File: src/verilog/clk_pwr_pkg.sv
// Constants and types shared by the clock divider and power controller.
// Assumes one 20 MHz input clock and a byte-wide serial register port.
`default_nettype none
package clk_pwr_pkg;
  // ----------------------------------------------------------------
  // Register map
  // ----------------------------------------------------------------
  localparam int ADDR_W = 13;
  localparam logic [ADDR_W-1:0] REG_POWER_MODE = 13'h008;
  localparam logic [ADDR_W-1:0] REG_DCS_CONTROL = 13'h009;
  localparam logic [ADDR_W-1:0] REG_CLOCK_DIVIDE = 13'h00B;
  localparam logic [ADDR_W-1:0] REG_STATUS = 13'h00C;
  localparam logic [ADDR_W-1:0] REG_DIVIDER_SYNC_CONTROL = 13'h109;
  localparam int SYNC_EN_BIT = 0;
  localparam int SYNC_ONCE_BIT = 1;
  localparam int DCS_EN_BIT = 0;
  localparam logic [7:0] SYNC_CTRL_RESET = 8'h00;
  localparam logic [7:0] DCS_CTRL_RESET = 8'h01;
  localparam logic [2:0] DIV_RATIO_M1_RESET = 3'h0;
  localparam logic [1:0] PMODE_RUN = 2'h0;
  localparam logic [1:0] PMODE_DOWN = 2'h1;
  localparam logic [1:0] PMODE_STANDBY = 2'h2;

  // ----------------------------------------------------------------
  // Timing
  // ----------------------------------------------------------------
  localparam int CLK_HZ = 20_000_000;
  localparam int CLK_PERIOD_NS = 50;
  localparam int DCS_MIN_HZ = 20_000_000;
  localparam int RELOCK_MAX_NS = 5000;
  localparam int RELOCK_CYC = RELOCK_MAX_NS / CLK_PERIOD_NS;
  localparam int WAKE_SHIFT_DOWN = 4;
  localparam int WAKE_SHIFT_STANDBY = 6;

  typedef enum logic [1:0] {
    ST_RUN = 2'h0,
    ST_DOWN = 2'h1,
    ST_WAKE = 2'h3,
    ST_STANDBY = 2'h2
  } pwr_state_t;

  typedef struct packed {
    logic ref_en;
    logic ref_buf_en;
    logic bias_en;
    logic clk_run;
    logic drive_en;
  } pwr_ctl_t;
endpackage
`default_nettype wire

File: src/verilog/clock_power_ctrl.sv
// Sample clock divider, divider sync, stabiliser lock and power states.
// Assumes sync and pin inputs are synchronous to sys_clk and a
// byte-wide register port from the serial interface.
`default_nettype none
// How it works
// RULE_01: Divide input clock by one to eight
// RULE_02: Sync mode: every pulse or first after write
// RULE_03: Accepted sync resets divider count
// RULE_04: Stabiliser gives nominal half-period high time
// RULE_05: Stabiliser unusable below twenty megahertz input
// RULE_06: System waits for stabiliser relock after change
// RULE_07: Pin high or register enters power-down
// RULE_08: Drivers high impedance while powered down
// RULE_09: Pin low returns to normal operation
// RULE_10: Power-down disables reference, bias and clock
// RULE_11: Wake delay grows with time powered down
// RULE_12: Standby keeps reference powered for faster wake
// RULE_13: Derived clock retimed by its source clock
// RULE_14: Sync sampled, divider reset next edge
module clock_power_ctrl #(
  parameter int RATIO_W = 3,
  parameter int PDT_W = 16,
  parameter int CLK_HZ = clk_pwr_pkg::CLK_HZ
) (
  input wire logic sys_clk, // Undivided sample clock
  input wire logic reset, // Synchronous, active high
  input wire logic sync_in, // Shared divider sync pulse
  input wire logic power_down_pin, // High requests power-down
  input wire logic reg_wr_en, // Register write strobe
  input wire logic reg_rd_en, // Register read strobe
  input wire logic [clk_pwr_pkg::ADDR_W-1:0] reg_addr, // Register address
  input wire logic [7:0] reg_wdata, // Write data
  output logic [7:0] reg_rdata_q, // Read data, valid cycle after strobe
  output logic div_clk_q, // Divided internal clock
  output logic conv_tick_q, // One pulse per conversion period
  output clk_pwr_pkg::pwr_ctl_t pwr_q, // Analog enables and driver enable
  output logic wake_ready_q, // Valid operation after wake-up
  output logic dcs_locked_q // Stabiliser loop locked
);
  // ----------------------------------------------------------------
  // Registers
  // ----------------------------------------------------------------
  localparam logic DCS_RATE_OK = (CLK_HZ >= clk_pwr_pkg::DCS_MIN_HZ);
  localparam int LOCK_W = $clog2(clk_pwr_pkg::RELOCK_CYC + 1);

  logic [7:0] sync_ctrl_q;
  logic [7:0] dcs_ctrl_q;
  logic [1:0] pmode_q;
  logic [RATIO_W-1:0] ratio_m1_q;
  logic sync_armed_q;
  logic sync_s_q;
  logic sync_prev_q;
  logic sync_accept;
  logic [RATIO_W-1:0] div_count;
  logic [LOCK_W-1:0] lock_cnt_q;
  logic [PDT_W-1:0] pd_time_q;
  logic [PDT_W-1:0] wake_cnt_q;
  clk_pwr_pkg::pwr_state_t state_q;
  clk_pwr_pkg::pwr_state_t state_d;
  logic wr_sync;
  logic wr_div;
  logic wr_dcs;
  logic dcs_on;

  assign wr_sync = reg_wr_en && (reg_addr == clk_pwr_pkg::REG_DIVIDER_SYNC_CONTROL);
  assign wr_div = reg_wr_en && (reg_addr == clk_pwr_pkg::REG_CLOCK_DIVIDE);
  assign wr_dcs = reg_wr_en && (reg_addr == clk_pwr_pkg::REG_DCS_CONTROL);
  assign dcs_on = dcs_ctrl_q[clk_pwr_pkg::DCS_EN_BIT] && DCS_RATE_OK;

  always_ff @(posedge sys_clk) begin
    if (reset) begin
      sync_ctrl_q <= clk_pwr_pkg::SYNC_CTRL_RESET;
      dcs_ctrl_q <= clk_pwr_pkg::DCS_CTRL_RESET;
      pmode_q <= clk_pwr_pkg::PMODE_RUN;
      ratio_m1_q <= clk_pwr_pkg::DIV_RATIO_M1_RESET;
    end else if (reg_wr_en) begin
      if (wr_sync) sync_ctrl_q <= reg_wdata;
      if (wr_dcs) dcs_ctrl_q <= reg_wdata;
      if (wr_div) ratio_m1_q <= reg_wdata[RATIO_W-1:0]; // [RULE_01]
      if (reg_addr == clk_pwr_pkg::REG_POWER_MODE) pmode_q <= reg_wdata[1:0]; // [RULE_12]
    end
  end

  always_ff @(posedge sys_clk) begin
    if (reset) begin
      reg_rdata_q <= 8'h00;
    end else if (reg_rd_en) begin
      case (reg_addr)
        clk_pwr_pkg::REG_DIVIDER_SYNC_CONTROL: reg_rdata_q <= sync_ctrl_q;
        clk_pwr_pkg::REG_DCS_CONTROL: reg_rdata_q <= dcs_ctrl_q;
        clk_pwr_pkg::REG_CLOCK_DIVIDE: reg_rdata_q <= 8'(ratio_m1_q);
        clk_pwr_pkg::REG_POWER_MODE: reg_rdata_q <= {6'h00, pmode_q};
        clk_pwr_pkg::REG_STATUS: reg_rdata_q <= {3'h0, sync_armed_q, dcs_locked_q,
                                                 wake_ready_q, state_q};
        default: reg_rdata_q <= 8'h00;
      endcase
    end
  end

  // ----------------------------------------------------------------
  // Divider sync
  // ----------------------------------------------------------------
  always_ff @(posedge sys_clk) begin
    if (reset) begin
      sync_s_q <= 1'b0;
      sync_prev_q <= 1'b0;
    end else begin
      sync_s_q <= sync_in; // [RULE_14]
      sync_prev_q <= sync_s_q;
    end
  end

  assign sync_accept = sync_s_q && !sync_prev_q && sync_ctrl_q[clk_pwr_pkg::SYNC_EN_BIT] &&
                       (!sync_ctrl_q[clk_pwr_pkg::SYNC_ONCE_BIT] || sync_armed_q); // [RULE_02]

  always_ff @(posedge sys_clk) begin
    if (reset) begin
      sync_armed_q <= 1'b0;
    end else if (wr_sync) begin
      sync_armed_q <= 1'b1; // A write beats a same-cycle accept [RULE_02]
    end else if (sync_accept) begin
      sync_armed_q <= 1'b0;
    end
  end

  clock_divider #(.RATIO_W(RATIO_W)) u_div (
    .sys_clk(sys_clk),
    .reset(reset),
    .run(pwr_q.clk_run),
    .realign(sync_accept),
    .dcs_en(dcs_on),
    .ratio_m1(ratio_m1_q),
    .count_q(div_count),
    .tick_q(conv_tick_q),
    .div_clk_q(div_clk_q)
  );

  // ----------------------------------------------------------------
  // Stabiliser lock
  // ----------------------------------------------------------------
  always_ff @(posedge sys_clk) begin
    if (reset || !dcs_on || !pwr_q.clk_run || wr_div || wr_dcs) begin
      lock_cnt_q <= LOCK_W'(clk_pwr_pkg::RELOCK_CYC); // [RULE_06]
      dcs_locked_q <= 1'b0; // [RULE_05]
    end else if (lock_cnt_q != '0) begin
      lock_cnt_q <= lock_cnt_q - LOCK_W'(1);
      dcs_locked_q <= 1'b0;
    end else begin
      dcs_locked_q <= 1'b1;
    end
  end

  // ----------------------------------------------------------------
  // Power states
  // ----------------------------------------------------------------
  function automatic logic [PDT_W-1:0] wake_load(input logic [PDT_W-1:0] t, input logic stby);
    logic [PDT_W-1:0] v;
    v = stby ? (t >> clk_pwr_pkg::WAKE_SHIFT_STANDBY) : (t >> clk_pwr_pkg::WAKE_SHIFT_DOWN);
    return (v == '0) ? PDT_W'(1) : v;
  endfunction

  always_comb begin
    state_d = state_q;
    case (state_q)
      clk_pwr_pkg::ST_RUN: begin
        if (power_down_pin || pmode_q == clk_pwr_pkg::PMODE_DOWN) begin
          state_d = clk_pwr_pkg::ST_DOWN; // [RULE_07]
        end else if (pmode_q == clk_pwr_pkg::PMODE_STANDBY) begin
          state_d = clk_pwr_pkg::ST_STANDBY; // [RULE_12]
        end
      end
      clk_pwr_pkg::ST_DOWN, clk_pwr_pkg::ST_STANDBY: begin
        if (power_down_pin || pmode_q == clk_pwr_pkg::PMODE_DOWN) begin
          state_d = clk_pwr_pkg::ST_DOWN;
        end else if (pmode_q == clk_pwr_pkg::PMODE_STANDBY) begin
          state_d = clk_pwr_pkg::ST_STANDBY;
        end else begin
          state_d = clk_pwr_pkg::ST_WAKE; // [RULE_09]
        end
      end
      clk_pwr_pkg::ST_WAKE: begin
        // A new request during wake-up goes straight back down
        if (power_down_pin || pmode_q == clk_pwr_pkg::PMODE_DOWN) begin
          state_d = clk_pwr_pkg::ST_DOWN; // [RULE_07]
        end else if (pmode_q == clk_pwr_pkg::PMODE_STANDBY) begin
          state_d = clk_pwr_pkg::ST_STANDBY; // [RULE_12]
        end else if (wake_cnt_q == PDT_W'(1)) begin
          state_d = clk_pwr_pkg::ST_RUN;
        end
      end
      default: state_d = clk_pwr_pkg::ST_RUN;
    endcase
  end

  always_ff @(posedge sys_clk) begin
    if (reset) begin
      state_q <= clk_pwr_pkg::ST_RUN;
    end else begin
      state_q <= state_d;
    end
  end

  always_ff @(posedge sys_clk) begin
    if (reset || state_q == clk_pwr_pkg::ST_RUN) begin
      pd_time_q <= '0;
    end else if ((state_q == clk_pwr_pkg::ST_DOWN || state_q == clk_pwr_pkg::ST_STANDBY)
                 && pd_time_q != '1) begin
      pd_time_q <= pd_time_q + PDT_W'(1);
    end
  end

  always_ff @(posedge sys_clk) begin
    if (reset) begin
      wake_cnt_q <= '0;
    end else if (state_d == clk_pwr_pkg::ST_WAKE && state_q != clk_pwr_pkg::ST_WAKE) begin
      wake_cnt_q <= wake_load(pd_time_q, state_q == clk_pwr_pkg::ST_STANDBY); // [RULE_11]
    end else if (wake_cnt_q != '0) begin
      wake_cnt_q <= wake_cnt_q - PDT_W'(1);
    end
  end

  always_ff @(posedge sys_clk) begin
    if (reset) begin
      pwr_q <= '{ref_en: 1'b1, ref_buf_en: 1'b1, bias_en: 1'b1, clk_run: 1'b1, drive_en: 1'b1};
      wake_ready_q <= 1'b1;
    end else begin
      pwr_q.ref_en <= (state_d != clk_pwr_pkg::ST_DOWN); // [RULE_10]
      pwr_q.ref_buf_en <= (state_d != clk_pwr_pkg::ST_DOWN); // [RULE_12]
      pwr_q.bias_en <= (state_d == clk_pwr_pkg::ST_RUN || state_d == clk_pwr_pkg::ST_WAKE);
      pwr_q.clk_run <= (state_d == clk_pwr_pkg::ST_RUN || state_d == clk_pwr_pkg::ST_WAKE);
      pwr_q.drive_en <= (state_d == clk_pwr_pkg::ST_RUN || state_d == clk_pwr_pkg::ST_WAKE); // [RULE_08]
      wake_ready_q <= (state_d == clk_pwr_pkg::ST_RUN);
    end
  end
endmodule
`default_nettype wire

File: src/verilog/clock_divider.sv
// Integer clock divider with synchronous realign and duty shaping.
// Assumes the realign request is already sampled on sys_clk.
`default_nettype none
module clock_divider #(
  parameter int RATIO_W = 3
) (
  input wire logic sys_clk, // Undivided input clock
  input wire logic reset, // Synchronous, active high
  input wire logic run, // Internal clock allowed to run
  input wire logic realign, // Return count to its initial state
  input wire logic dcs_en, // Regenerate falling edge for half-period high time, rounded up
  input wire logic [RATIO_W-1:0] ratio_m1, // Divide ratio minus one
  output logic [RATIO_W-1:0] count_q, // Current phase count
  output logic tick_q, // One pulse per divided period
  output logic div_clk_q // Retimed divided clock
);
  // Ceiling of half the ratio, in counts
  function automatic logic [RATIO_W:0] half_of(input logic [RATIO_W-1:0] rm1);
    logic [RATIO_W+1:0] r;
    r = {2'b00, rm1} + (RATIO_W+2)'(2);
    return r[RATIO_W+1:1];
  endfunction

  always_ff @(posedge sys_clk) begin
    if (reset || realign || !run) begin
      count_q <= '0; // [RULE_03]
    end else if (count_q >= ratio_m1) begin
      count_q <= '0; // [RULE_01]
    end else begin
      count_q <= count_q + RATIO_W'(1);
    end
  end

  always_ff @(posedge sys_clk) begin
    if (reset) begin
      tick_q <= 1'b0;
      div_clk_q <= 1'b0;
    end else begin
      tick_q <= run && (count_q == '0);
      // Output comes from a flop on the source clock [RULE_13]
      if (dcs_en) begin
        div_clk_q <= run && ({1'b0, count_q} < half_of(ratio_m1)); // [RULE_04]
      end else begin
        div_clk_q <= run && (count_q == '0);
      end
    end
  end
endmodule
`default_nettype wire

File: config.mk
export PLATFORM = sky130hd
export DESIGN_NAME = clock_power_ctrl
export DESIGN_NICKNAME = d
export VERILOG_FILES = /design/src/verilog/clk_pwr_pkg.sv /design/src/verilog/clock_power_ctrl.sv /design/src/verilog/clock_divider.sv
export SDC_FILE = /design/constraint.sdc
export NUM_CORES = 1
export LEC_CHECK = 0
export ABC_AREA = 1
export BUFFER_PORTS_ARGS = -buffer_cell sky130_fd_sc_hd__buf_2
export CORE_MARGIN = 2
export CORE_UTILIZATION = 54
export CTS_CLUSTER_DIAMETER = 80
export DETAILED_ROUTE_END_ITERATION = 7
export GPL_TIMING_DRIVEN = 0
export PLACE_DENSITY = 0.79
export SYNTH_ARGS = -nofsm -noshare
export SYNTH_HDL_FRONTEND = slang
export SYNTH_SLANG_ARGS = --single-unit
File: constraint.sdc
create_clock -name sys_clk -period 2.32 [get_ports sys_clk]
set_input_delay 0.464 -clock sys_clk [delete_from_list [all_inputs] [get_ports sys_clk]]
set_output_delay 0.464 -clock sys_clk [all_outputs]
set_load 0.005 [all_outputs]
==> results.sh, run 1 <==
export IMPL_status="finished, violations left"
export IMPL_violations="setup timing"
export IMPL_async_flop_share=0
export IMPL_required_ns=2.56
export IMPL_cp_arrival_ns=2.56
export IMPL_die_area_um2=9192
export IMPL_vias_per_cell=5.467
export IMPL_hold_violations=0
export IMPL_die_y_um=95.88
export IMPL_end_kind="flip-flop"
export IMPL_clkPwrFrac=0.228
export IMPL_cts_sinks=82
export IMPL_slew_violations=0
export IMPL_placementRows=33
export IMPL_fill_cells=703
export IMPL_combPwrFrac=0.394
export IMPL_fin_skew_ns=0.01586
export IMPL_clk_pin_slew_ns=0.09
export IMPL_vias=4647
export IMPL_synth_area_per_cell_um2=6.813
export IMPL_synth_cells=669
export IMPL_pwr_share_seq=0.378
export IMPL_io_buffers=42
export IMPL_nets=787
export IMPL_initial_utilization=0.5547
export IMPL_antenna_cells=0
export IMPL_ant_nets=0
export IMPL_grt_pass1_vias=4265
export IMPL_rsz0062_at_grt="true"
export IMPL_syn_nets=716
export IMPL_ys_warn_count=0
export IMPL_p_sw_frac=0.4053
export IMPL_mostFrequentLayoutCell="nand2_1"
export IMPL_p_switching_mw=1.817
export IMPL_area_growth_pct=17.10
export IMPL_htree_levels=3
export IMPL_worst_slack_ns=-0.001690
export IMPL_globalRoute_busiestLayer="met2"
export IMPL_grt_max_degree=18
export IMPL_grt_use_total=0.2583
export IMPL_cp_max_fo=6
export IMPL_worstSetupStartpointType="flip-flop"
export IMPL_hp_class="in2reg"
export IMPL_seqCellArea_um2=1644
export IMPL_numCtsBuffers=9
export IMPL_max_slew_margin=0.6013
export IMPL_finalSetupTns_ns=-0.001690
export IMPL_peakVddDrop_mv=0.6075
export IMPL_drt_pass1_iterations=5
export IMPL_die_w_um=95.88
export IMPL_multi_input_area_um2=2536
export IMPL_final_util=0.6496
export IMPL_layout_common_cells="nand2_1 (141), inv_1 (81), dfxtp_1 (80)"
export IMPL_core_area_um2=8217
export IMPL_place_congestion=0.9331
export IMPL_finalSetupViolCount=1
export IMPL_slowest_delay_ns=0.37
export IMPL_syn_cell_area_um2=4558
export IMPL_met3_usage=0.04542
export IMPL_cpMaxStageDelayCell="dfxtp_2"
export IMPL_yosys_most_used_dff="dfxtp_1"
export IMPL_cts_root_buffer="clkbuf_8"
export IMPL_dp_hpwl_um=8251
export IMPL_cts_tree="yes"
export IMPL_min_period_ns=2.322
export IMPL_instances_no_fill=850
export IMPL_clockBufferDepth=2
export IMPL_clk_latency_ns=0.37
export IMPL_ys_seq_elements=82
export IMPL_fmax_ghz=0.4307
export IMPL_wl_um=11710
export IMPL_tightest_slew_ns=0.5980
export IMPL_synth_edf_count=0
export IMPL_place_inst=816
export IMPL_dr_first_iter_drc_count=310
export IMPL_criticalPathCategory="reg2reg"
export IMPL_post_route_period_util=1.001
export IMPL_grt_remaining_overflow=0
export IMPL_max_cap_violations=0
export IMPL_worstPathCellList="inv_4 -> ha_4 -> inv_1 -> nand2_2 -> nor2_2 -> a221oi_2 -> o21ai_1 -> nand2_1 -> ha_2 -> inv_2 -> nor2_4 -> clkinv_4 -> buf_6 -> a21oi_2 -> nor2_2 -> nand2_1 -> nor2_1"
export IMPL_grt_util_met1=0.3111
export IMPL_drc=0
export IMPL_grt_use_met2=0.4510
export IMPL_yosysSeqAreaShare=0.3601
export IMPL_antenna_found_initial=0
export IMPL_grt_pass1_wl_um=18540
export IMPL_yosys_cell_types_count=43
export IMPL_routedWlPerCell_um=13.77
export IMPL_boundaryPins=44
export IMPL_internal_power_mw=2.667
export IMPL_power_leakage_nw=2.307
export IMPL_layout_drive_gt1_share=0.1879
export IMPL_power_density_nw_per_um2=840.0
## synth_stat cells, drive strengths merged, types with 4 or more instances
cell type  number  share of area
nor2           90          0.086
clkbuf          6         0.0049
inv            91          0.075
ha             20          0.055
dfxtp          82           0.36
xor2           13          0.025
buf            12          0.021
nand4           8          0.011
nand2         150           0.13
nand3          45          0.051
o22ai           4         0.0055
xnor2           4         0.0077
a21oi          56          0.062
nor3           21          0.025
o21ai          51          0.057
## state kept, by name, indices dropped and copies added (netlist names)
register / count
pd_time_q: 16
wake_cnt_q: 16
dcs_ctrl_q: 8
reg_rdata_q: 8
sync_ctrl_q: 8
lock_cnt_q: 7
ratio_m1_q: 3
u_div.count_q: 3
pmode_q: 2
pwr_q: 2
state_q: 2
dcs_locked_q: 1
sync_armed_q: 1
sync_prev_q: 1
sync_s_q: 1
u_div.div_clk_q: 1
u_div.tick_q: 1
wake_ready_q: 1
## critical path: cells and delay by family (launching register included)
family / cells / cell delay, ns
fa+ha+maj: 2 / 0.48
flops: 1 / 0.37
compound gates: 3 / 0.40
buf+inv: 5 / 0.42
simple gates: 7 / 0.54
## routing by layer
layer	routed length, um	vias up
li1	-	2298
met1	5017	2118
met2	5578	200
met3	775	31
met4	335	0
met5	0	-
## through the flow
| stage | hold WS [ns] | setup slack, ns | total power, mW | cell area, um^2 |
|---|---|---|---|---|
| after floorplan | 0.4107 | 0.03108 | 2.834 | 4566 |
| after global placement | 0.4190 | -0.3371 | 3.124 | 4907 |
| after detailed placement | 0.4311 | -0.4021 | 3.180 | 4907 |
| after CTS | 0.3156 | 0.004509 | 4.306 | 5224 |
| after global routing | 0.3356 | -0.1093 | 4.792 | 5338 |
| final | 0.3266 | -0.001690 | 4.484 | 5338 |
## timing repair
| item | CTS | global route |
|---|---|---|
| buffers inserted | 10 | 8 |
| cloned | 0 | 0 |
| setup endpoints to repair | 14 | 17 |
| hold buffers | 0 | 0 |
| gates resized for setup | 15 | 27 |
| pin swaps | 1 | 5 |
## final timing paths
path         slack, ns  cells past startpoint                   from                     endpoint
max             -0.002                     17  state_q[0]$_SDFF_PP0_  wake_cnt_q[10]$_SDFFE_PP0P_
min               0.33                      3                sync_in          sync_s_q$_SDFF_PP0_
max reg2reg     -0.002                     17  state_q[0]$_SDFF_PP0_  wake_cnt_q[10]$_SDFFE_PP0P_
min reg2reg       0.44                      2    sync_s_q$_SDFF_PP0_       sync_prev_q$_SDFF_PP0_
## area by class of cell
type	instances	share of cell area
sequential	82	0.3080
tap	105	0.02461
buffer	18	0.02391
multi-input combinational	476	0.4752
inverter	93	0.06704
clock buffer	9	0.02321
timing repair buffer	60	0.06540
clock inverter	7	0.01266
## power by group through the flow
stage / Combinational (mW) / Clock (mW) / Sequential, mW
global placement: 1.41 / 0 / 1.71
detailed placement: 1.46 / 0 / 1.72
global route: 2.00 / 1.08 / 1.71
finish: 1.77 / 1.02 / 1.69
CTS: 1.59 / 1.03 / 1.69
floorplan: 1.14 / 0 / 1.69
## cell families after synthesis
family	after synthesis	synth area share
AO/OA/AOI/OAI	119	0.1381
XOR/XNOR	17	0.03266
adder cells (fa/ha/maj)	20	0.05490
buffers and inverters	111	0.1024
flip-flops	82	0.3601
multiplexers	1	0.002196
AND/OR/NAND/NOR	319	0.3096
Note: power is estimated with default switching activity, not from simulation.
==> run 2: changes to the inputs <==
--- a/config.mk
+++ b/config.mk
@@ -15,4 +15,5 @@
 export PLACE_DENSITY = 0.79
 export SYNTH_ARGS = -nofsm -noshare
 export SYNTH_HDL_FRONTEND = slang
+export SYNTH_HIERARCHICAL = 1
 export SYNTH_SLANG_ARGS = --single-unit
==> results.sh, run 2 <==
export IMPL_synth_cells=661
export IMPL_r2r_cells=18
export IMPL_r2r_end="wake_cnt_q[1]$_SDFFE_PP0P_"
export IMPL_placementRows=33
export IMPL_criticalPathCategory="reg2reg"
export IMPL_crit_top_cell="nand2_1"
export IMPL_slowest_delay_ns=0.39
export IMPL_slew_violations=0
export IMPL_async_flop_share=0
export IMPL_hp_class="in2reg"
export IMPL_instances_no_fill=831
export IMPL_cts_sinks=82
export IMPL_cp_arrival_ns=2.50
export IMPL_rrSetupSlack_ns=0.07
export IMPL_cts_hold_buf=0
export IMPL_die_w_um=96.45
export IMPL_place_congestion=0.8623
export IMPL_worstPathCellList="nor2_2 -> nand3_1 -> inv_2 -> nand3_2 -> nand2_1 -> nand2_1 -> nand2_1 -> nand2_1 -> nand2_2 -> inv_1 -> ha_1 -> inv_1 -> nor2_4 -> buf_6 -> nor2_8 -> inv_2 -> o21ai_1 -> nor2_1"
export IMPL_fill_cells=757
export IMPL_core_area_um2=8258
export IMPL_synth_area_per_cell_um2=6.983
export IMPL_drc=0
export IMPL_hold_slack_ns=0.3340
export IMPL_dp_hpwl_um=7772
export IMPL_cts_root_buffer="clkbuf_8"
export IMPL_die_y_um=96.45
export IMPL_die_area_um2=9303
export IMPL_routedWlPerCell_um=12.70
export IMPL_peakVddDrop_mv=0.3996
export IMPL_numCtsBuffers=9
export IMPL_finalSetupViolCount=0
export IMPL_htree_levels=3
export IMPL_layout_drive_gt1_share=0.1942
export IMPL_io_buffers=42
export IMPL_top_regs="pd_time_q x16, wake_cnt_q x16"
export IMPL_multi_input_area_um2=2595
export IMPL_worstSetupStartpointType="flip-flop"
export IMPL_cp_max_fo=7
export IMPL_max_cap_violations=0
export IMPL_status="completed"
export IMPL_clk_latency_ns=0.36
export IMPL_hp_start="sync_in"
export IMPL_synth_top_area_frac=0.3557
export IMPL_wl_um=10550
export IMPL_max_slew_margin=0.6359
export IMPL_mostFrequentLayoutCell="nand2_1"
export IMPL_grt_max_degree=18
export IMPL_yosys_top_cells_area="dfxtp_1 (36%), nand2_1 (11%), inv_1 (6.8%)"
export IMPL_synth_most_common_cell="nand2_1"
export IMPL_fmax_ghz=0.4450
export IMPL_ys_seq_elements=82
export IMPL_finalSetupTns_ns=0
export IMPL_required_ns=2.58
export IMPL_initial_utilization=0.5589
export IMPL_vias_per_cell=5.297
export IMPL_post_route_period_util=0.9686
export IMPL_cts_tree="yes"
export IMPL_seqCellArea_um2=1647
export IMPL_yosys_area_top_type="dfxtp_1"
export IMPL_clk_pin_slew_ns=0.09
export IMPL_grt_pass1_wl_um=17220
export IMPL_reg2reg_from="wake_cnt_q[6]$_SDFFE_PP0P_"
export IMPL_yosys_most_used_dff="dfxtp_1"
export IMPL_drt_pass1_iterations=5
export IMPL_ant_nets=0
export IMPL_vias=4402
export IMPL_layout_common_cells="nand2_1 (135), dfxtp_1 (78), inv_1 (77)"
export IMPL_nets=768
export IMPL_yosys_top_cells_count="nand2_1 (138), inv_1 (84), dfxtp_1 (82)"
export IMPL_place_inst=808
export IMPL_holdPathStages=3
export IMPL_tightest_slew_ns=0.5442
export IMPL_dr_first_iter_drc_count=265
export IMPL_synth_edf_count=0
export IMPL_boundaryPins=44
export IMPL_area_growth_pct=15.37
export IMPL_power_leakage_nw=2.328
export IMPL_antenna_cells=0
export IMPL_grt_pass1_vias=3965
export IMPL_end_kind="flip-flop"
export IMPL_yosys_cell_types_count=47
export IMPL_syn_cell_area_um2=4616
export IMPL_cpMaxStageDelayCell="dfxtp_1"
export IMPL_min_period_ns=2.247
export IMPL_grt_use_total=0.2332
export IMPL_yosysSeqAreaShare=0.3557
export IMPL_power_density_nw_per_um2=806.5
export IMPL_antenna_found_initial=0
export IMPL_cp_num_buf_inv=5
export IMPL_clockBufferDepth=2
export IMPL_holdPathEnd="sync_s_q$_SDFF_PP0_"
export IMPL_fin_skew_ns=0.01242
export IMPL_syn_nets=708
export IMPL_grt_remaining_overflow=0
export IMPL_ys_warn_count=6
export IMPL_crit_family="simple AND/OR/NAND/NOR gates"
export IMPL_hold_violations=0
==> run 2: per-layer routing <==
metal,vias up,global-route usage,share of wire
li1,2255,-,-
met1,2008,0.3062,0.46
met2,128,0.3889,0.47
met3,11,0.04732,0.055
met4,0,0.06808,0.011
met5,-,0,0
==> run 2: cell families (layout without fill, tap and decap cells) <==
family | count (synthesis) | in the layout | synth area share
AOI/OAI and AO/OA | 114 | 114 | 0.1347
xor gates and xnor gates | 18 | 18 | 0.03416
adders and majority gates | 20 | 20 | 0.05422
buffers and inverters | 105 | 170 | 0.09840
DFF | 82 | 82 | 0.3557
muxes | 1 | 1 | 0.002169
and+or+nand+nor | 321 | 321 | 0.3207
==> run 2: how the worst max path moves through the flow <==
stage          slack, ns  cells after the start                       start                           to
2_1_floorplan       0.16                     16       state_q[1]$_SDFF_PP0_   wake_cnt_q[6]$_SDFFE_PP0P_
3_3_place_gp       -0.18                     18  wake_cnt_q[8]$_SDFFE_PP0P_   wake_cnt_q[6]$_SDFFE_PP0P_
3_5_place_dp       -0.29                     18  wake_cnt_q[8]$_SDFFE_PP0P_   wake_cnt_q[6]$_SDFFE_PP0P_
4_1_cts           -0.008                     15  wake_cnt_q[8]$_SDFFE_PP0P_  wake_cnt_q[12]$_SDFFE_PP0P_
5_1_grt            -0.03                     16  wake_cnt_q[9]$_SDFFE_PP0P_   wake_cnt_q[1]$_SDFFE_PP0P_
6_report            0.07                     18  wake_cnt_q[6]$_SDFFE_PP0P_   wake_cnt_q[1]$_SDFFE_PP0P_
==> run 2: final cells by class <==
type	instances	area share
buffer	18	0.02608
clock buffer	9	0.02326
clock inverter	7	0.01786
inverter	87	0.06273
multi-input combinational	474	0.4873
sequential	82	0.3092
tap	105	0.02467
timing repair buffer	49	0.04887
==> run 2: worst register-to-register path, stage by stage, from the launching register on <==
cell,delay [ns]
dfxtp_1,0.39
nor2_2,0.17
nand3_1,0.12
inv_2,0.10
nand3_2,0.08
nand2_1,0.07
nand2_1,0.05
nand2_1,0.07
nand2_1,0.07
nand2_2,0.09
inv_1,0.05
ha_1,0.19
inv_1,0.09
nor2_4,0.06
buf_6,0.15
nor2_8,0.15
inv_2,0.07
o21ai_1,0.11
nor2_1,0.05
==> run 2: repair_timing <==
action	4_1_cts	5_1_grt
gates resized for setup	11	28
buffers inserted	0	6
gates cloned	0	1
setup endpoints to repair	13	16
pin swaps	1	5
==> run 2: metrics by stage <==
step / setup slack [ns] / power, mW / util / instance area (um^2)
after floorplan: 0.1626 / 2.714 / - / 4616
after global placement: -0.1838 / 2.965 / 0.6003 / 4957
after detailed placement: -0.2912 / 3.012 / 0.6003 / 4957
after CTS: -0.008137 / 4.173 / 0.6309 / 5210
after global routing: -0.03075 / 4.564 / 0.6448 / 5325
final: 0.07285 / 4.295 / 0.6448 / 5325
==> run 2: report_power, final <==
group / switching, mW / leakage (nW) / total (mW) / internal (mW)
logic: 0.883 / 1.55 / 1.46 / 0.581
clock network: 0.612 / 0.111 / 1.14 / 0.531
registers: 0.138 / 0.669 / 1.69 / 1.55
==> run 3: changes to the inputs <==
--- a/config.mk
+++ b/config.mk
@@ -13,6 +13,7 @@
 export DETAILED_ROUTE_END_ITERATION = 7
 export GPL_TIMING_DRIVEN = 0
 export PLACE_DENSITY = 0.79
+export RECOVER_POWER = 50
 export SYNTH_ARGS = -nofsm -noshare
 export SYNTH_HDL_FRONTEND = slang
 export SYNTH_HIERARCHICAL = 1
==> results.sh, run 3 (synthesis results as in run 2) <==
export IMPL_status="completed"
export IMPL_cts_sinks=82
export IMPL_die_w_um=96.45
export IMPL_power_density_nw_per_um2=812.7
export IMPL_fin_skew_ns=0.01311
export IMPL_power_leakage_nw=2.224
export IMPL_grt_pass1_vias=3965
export IMPL_boundaryPins=44
export IMPL_holdPathEnd="sync_s_q$_SDFF_PP0_"
export IMPL_grt_max_degree=18
export IMPL_cts_root_buffer="clkbuf_8"
export IMPL_vias_per_cell=5.266
export IMPL_mostFrequentLayoutCell="nand2_1"
export IMPL_min_period_ns=2.282
export IMPL_htree_levels=3
export IMPL_die_area_um2=9303
export IMPL_holdPathStages=3
export IMPL_wl_um=10580
export IMPL_post_route_period_util=0.9835
export IMPL_cts_hold_buf=0
export IMPL_worstSetupStartpointType="flip-flop"
export IMPL_numCtsBuffers=9
export IMPL_cts_tree="yes"
export IMPL_io_buffers=42
export IMPL_grt_pass1_wl_um=17220
export IMPL_tightest_slew_ns=0.6804
export IMPL_die_y_um=96.45
export IMPL_drt_pass1_iterations=7
export IMPL_hp_start="sync_in"
export IMPL_dr_first_iter_drc_count=280
export IMPL_layout_common_cells="nand2_1 (136), dfxtp_1 (78), inv_1 (77)"
export IMPL_rrSetupSlack_ns=0.04
export IMPL_clk_pin_slew_ns=0.10
export IMPL_place_congestion=0.8623
export IMPL_grt_remaining_overflow=0
export IMPL_finalSetupViolCount=0
export IMPL_r2r_cells=18
export IMPL_finalPower_mw=4.279
export IMPL_cp_max_fo=7
export IMPL_clk_latency_ns=0.36
export IMPL_initial_utilization=0.5589
export IMPL_vias=4376
export IMPL_clockBufferDepth=2
export IMPL_top_regs="pd_time_q x16, wake_cnt_q x16"
export IMPL_end_kind="flip-flop"
export IMPL_hold_violations=0
export IMPL_r2r_end="wake_cnt_q[1]$_SDFFE_PP0P_"
export IMPL_grt_use_total=0.2332
export IMPL_ant_nets=0
export IMPL_required_ns=2.57
export IMPL_core_area_um2=8258
export IMPL_fmax_ghz=0.4383
export IMPL_dp_slack_ns=-0.2912
export IMPL_criticalPathCategory="reg2reg"
export IMPL_placementRows=33
export IMPL_cp_arrival_ns=2.53
export IMPL_antenna_found_initial=0
export IMPL_routedWlPerCell_um=12.73
export IMPL_dp_hpwl_um=7772
export IMPL_area_growth_pct=14.07
export IMPL_worst_slack_ns=0.03822
export IMPL_drc=0
export IMPL_slew_violations=0
export IMPL_max_slew_margin=0.5447
export IMPL_max_cap_violations=0
export IMPL_layout_drive_gt1_share=0.1625
export IMPL_antenna_cells=0
export IMPL_nets=768
export IMPL_reg2reg_from="wake_cnt_q[6]$_SDFFE_PP0P_"
export IMPL_peakVddDrop_mv=0.3978
export IMPL_hp_class="in2reg"
==> run 3: where the power goes <==
group	internal (mW)	total [mW]	switching [mW]
clock network	0.531	1.14	0.606
logic	0.574	1.45	0.880
registers	1.55	1.69	0.137
==> run 3: worst max-delay path by stage <==
stage | startpoint | to | slack (ns) | depth (start not counted)
6_report | wake_cnt_q[6]$_SDFFE_PP0P_ | wake_cnt_q[1]$_SDFFE_PP0P_ | 0.04 | 18
5_1_grt | wake_cnt_q[9]$_SDFFE_PP0P_ | wake_cnt_q[1]$_SDFFE_PP0P_ | -0.03 | 16
4_1_cts | wake_cnt_q[8]$_SDFFE_PP0P_ | wake_cnt_q[12]$_SDFFE_PP0P_ | -0.008 | 15
3_5_place_dp | wake_cnt_q[8]$_SDFFE_PP0P_ | wake_cnt_q[6]$_SDFFE_PP0P_ | -0.29 | 18
3_3_place_gp | wake_cnt_q[8]$_SDFFE_PP0P_ | wake_cnt_q[6]$_SDFFE_PP0P_ | -0.18 | 18
2_1_floorplan | state_q[1]$_SDFF_PP0_ | wake_cnt_q[6]$_SDFFE_PP0P_ | 0.16 | 16
==> run 3: critical path, stage by stage (launching register included) <==
cell	delay [ns]
dfxtp_1	0.39
nor2_2	0.17
nand3_1	0.12
inv_2	0.11
nand3_2	0.08
nand2_1	0.07
nand2_1	0.05
nand2_1	0.07
nand2_1	0.07
nand2_2	0.09
inv_1	0.05
ha_1	0.19
inv_1	0.09
nor2_4	0.06
buf_6	0.14
nor2_8	0.15
inv_2	0.07
o21ai_1	0.13
nor2_1	0.05
==> run 3: per-layer routing <==
layer	vias to the layer above	track usage	wire, um
met4	0	0.06808	108
met1	1990	0.3062	4891
met3	11	0.04732	565
met2	123	0.3889	5013
li1	2252	-	-
met5	-	0	0
==> run 3: final cells by class <==
| type | count | area [um^2] |
|---|---|---|
| plain buffers | 18 | 137.6 |
| clock buffers | 9 | 123.9 |
| clock inverters | 7 | 95.09 |
| fillers | 765 | 2993 |
| inverters | 87 | 334.1 |
| multi-input cells | 474 | 2556 |
| flip-flops and latches | 82 | 1647 |
| well taps | 105 | 131.4 |
| repair buffers | 49 | 240.2 |
==> run 3: what timing repair did <==
| item | in CTS | in global routing |
|---|---|---|
| pin swaps | 1 | 5 |
| cloned | 0 | 1 |
| setup buffers | 0 | 6 |
| setup endpoints to repair | 13 | 16 |
| resized for setup | 11 | 28 |
==> run 3: metrics by stage <==
stage	area (um^2)	utilization	hold WS (ns)	instances	TNS [ns]
2_1_floorplan	4616	-	0.4107	661	0
6_report	5265	0.6376	0.3384	831	0
4_1_cts	5210	0.6309	0.3178	824	-0.01204
5_1_grt	5265	0.6376	0.3168	831	-0.1248
3_5_place_dp	4957	0.6003	0.4401	808	-1.429
3_3_place_gp	4957	0.6003	0.4196	808	-0.7177
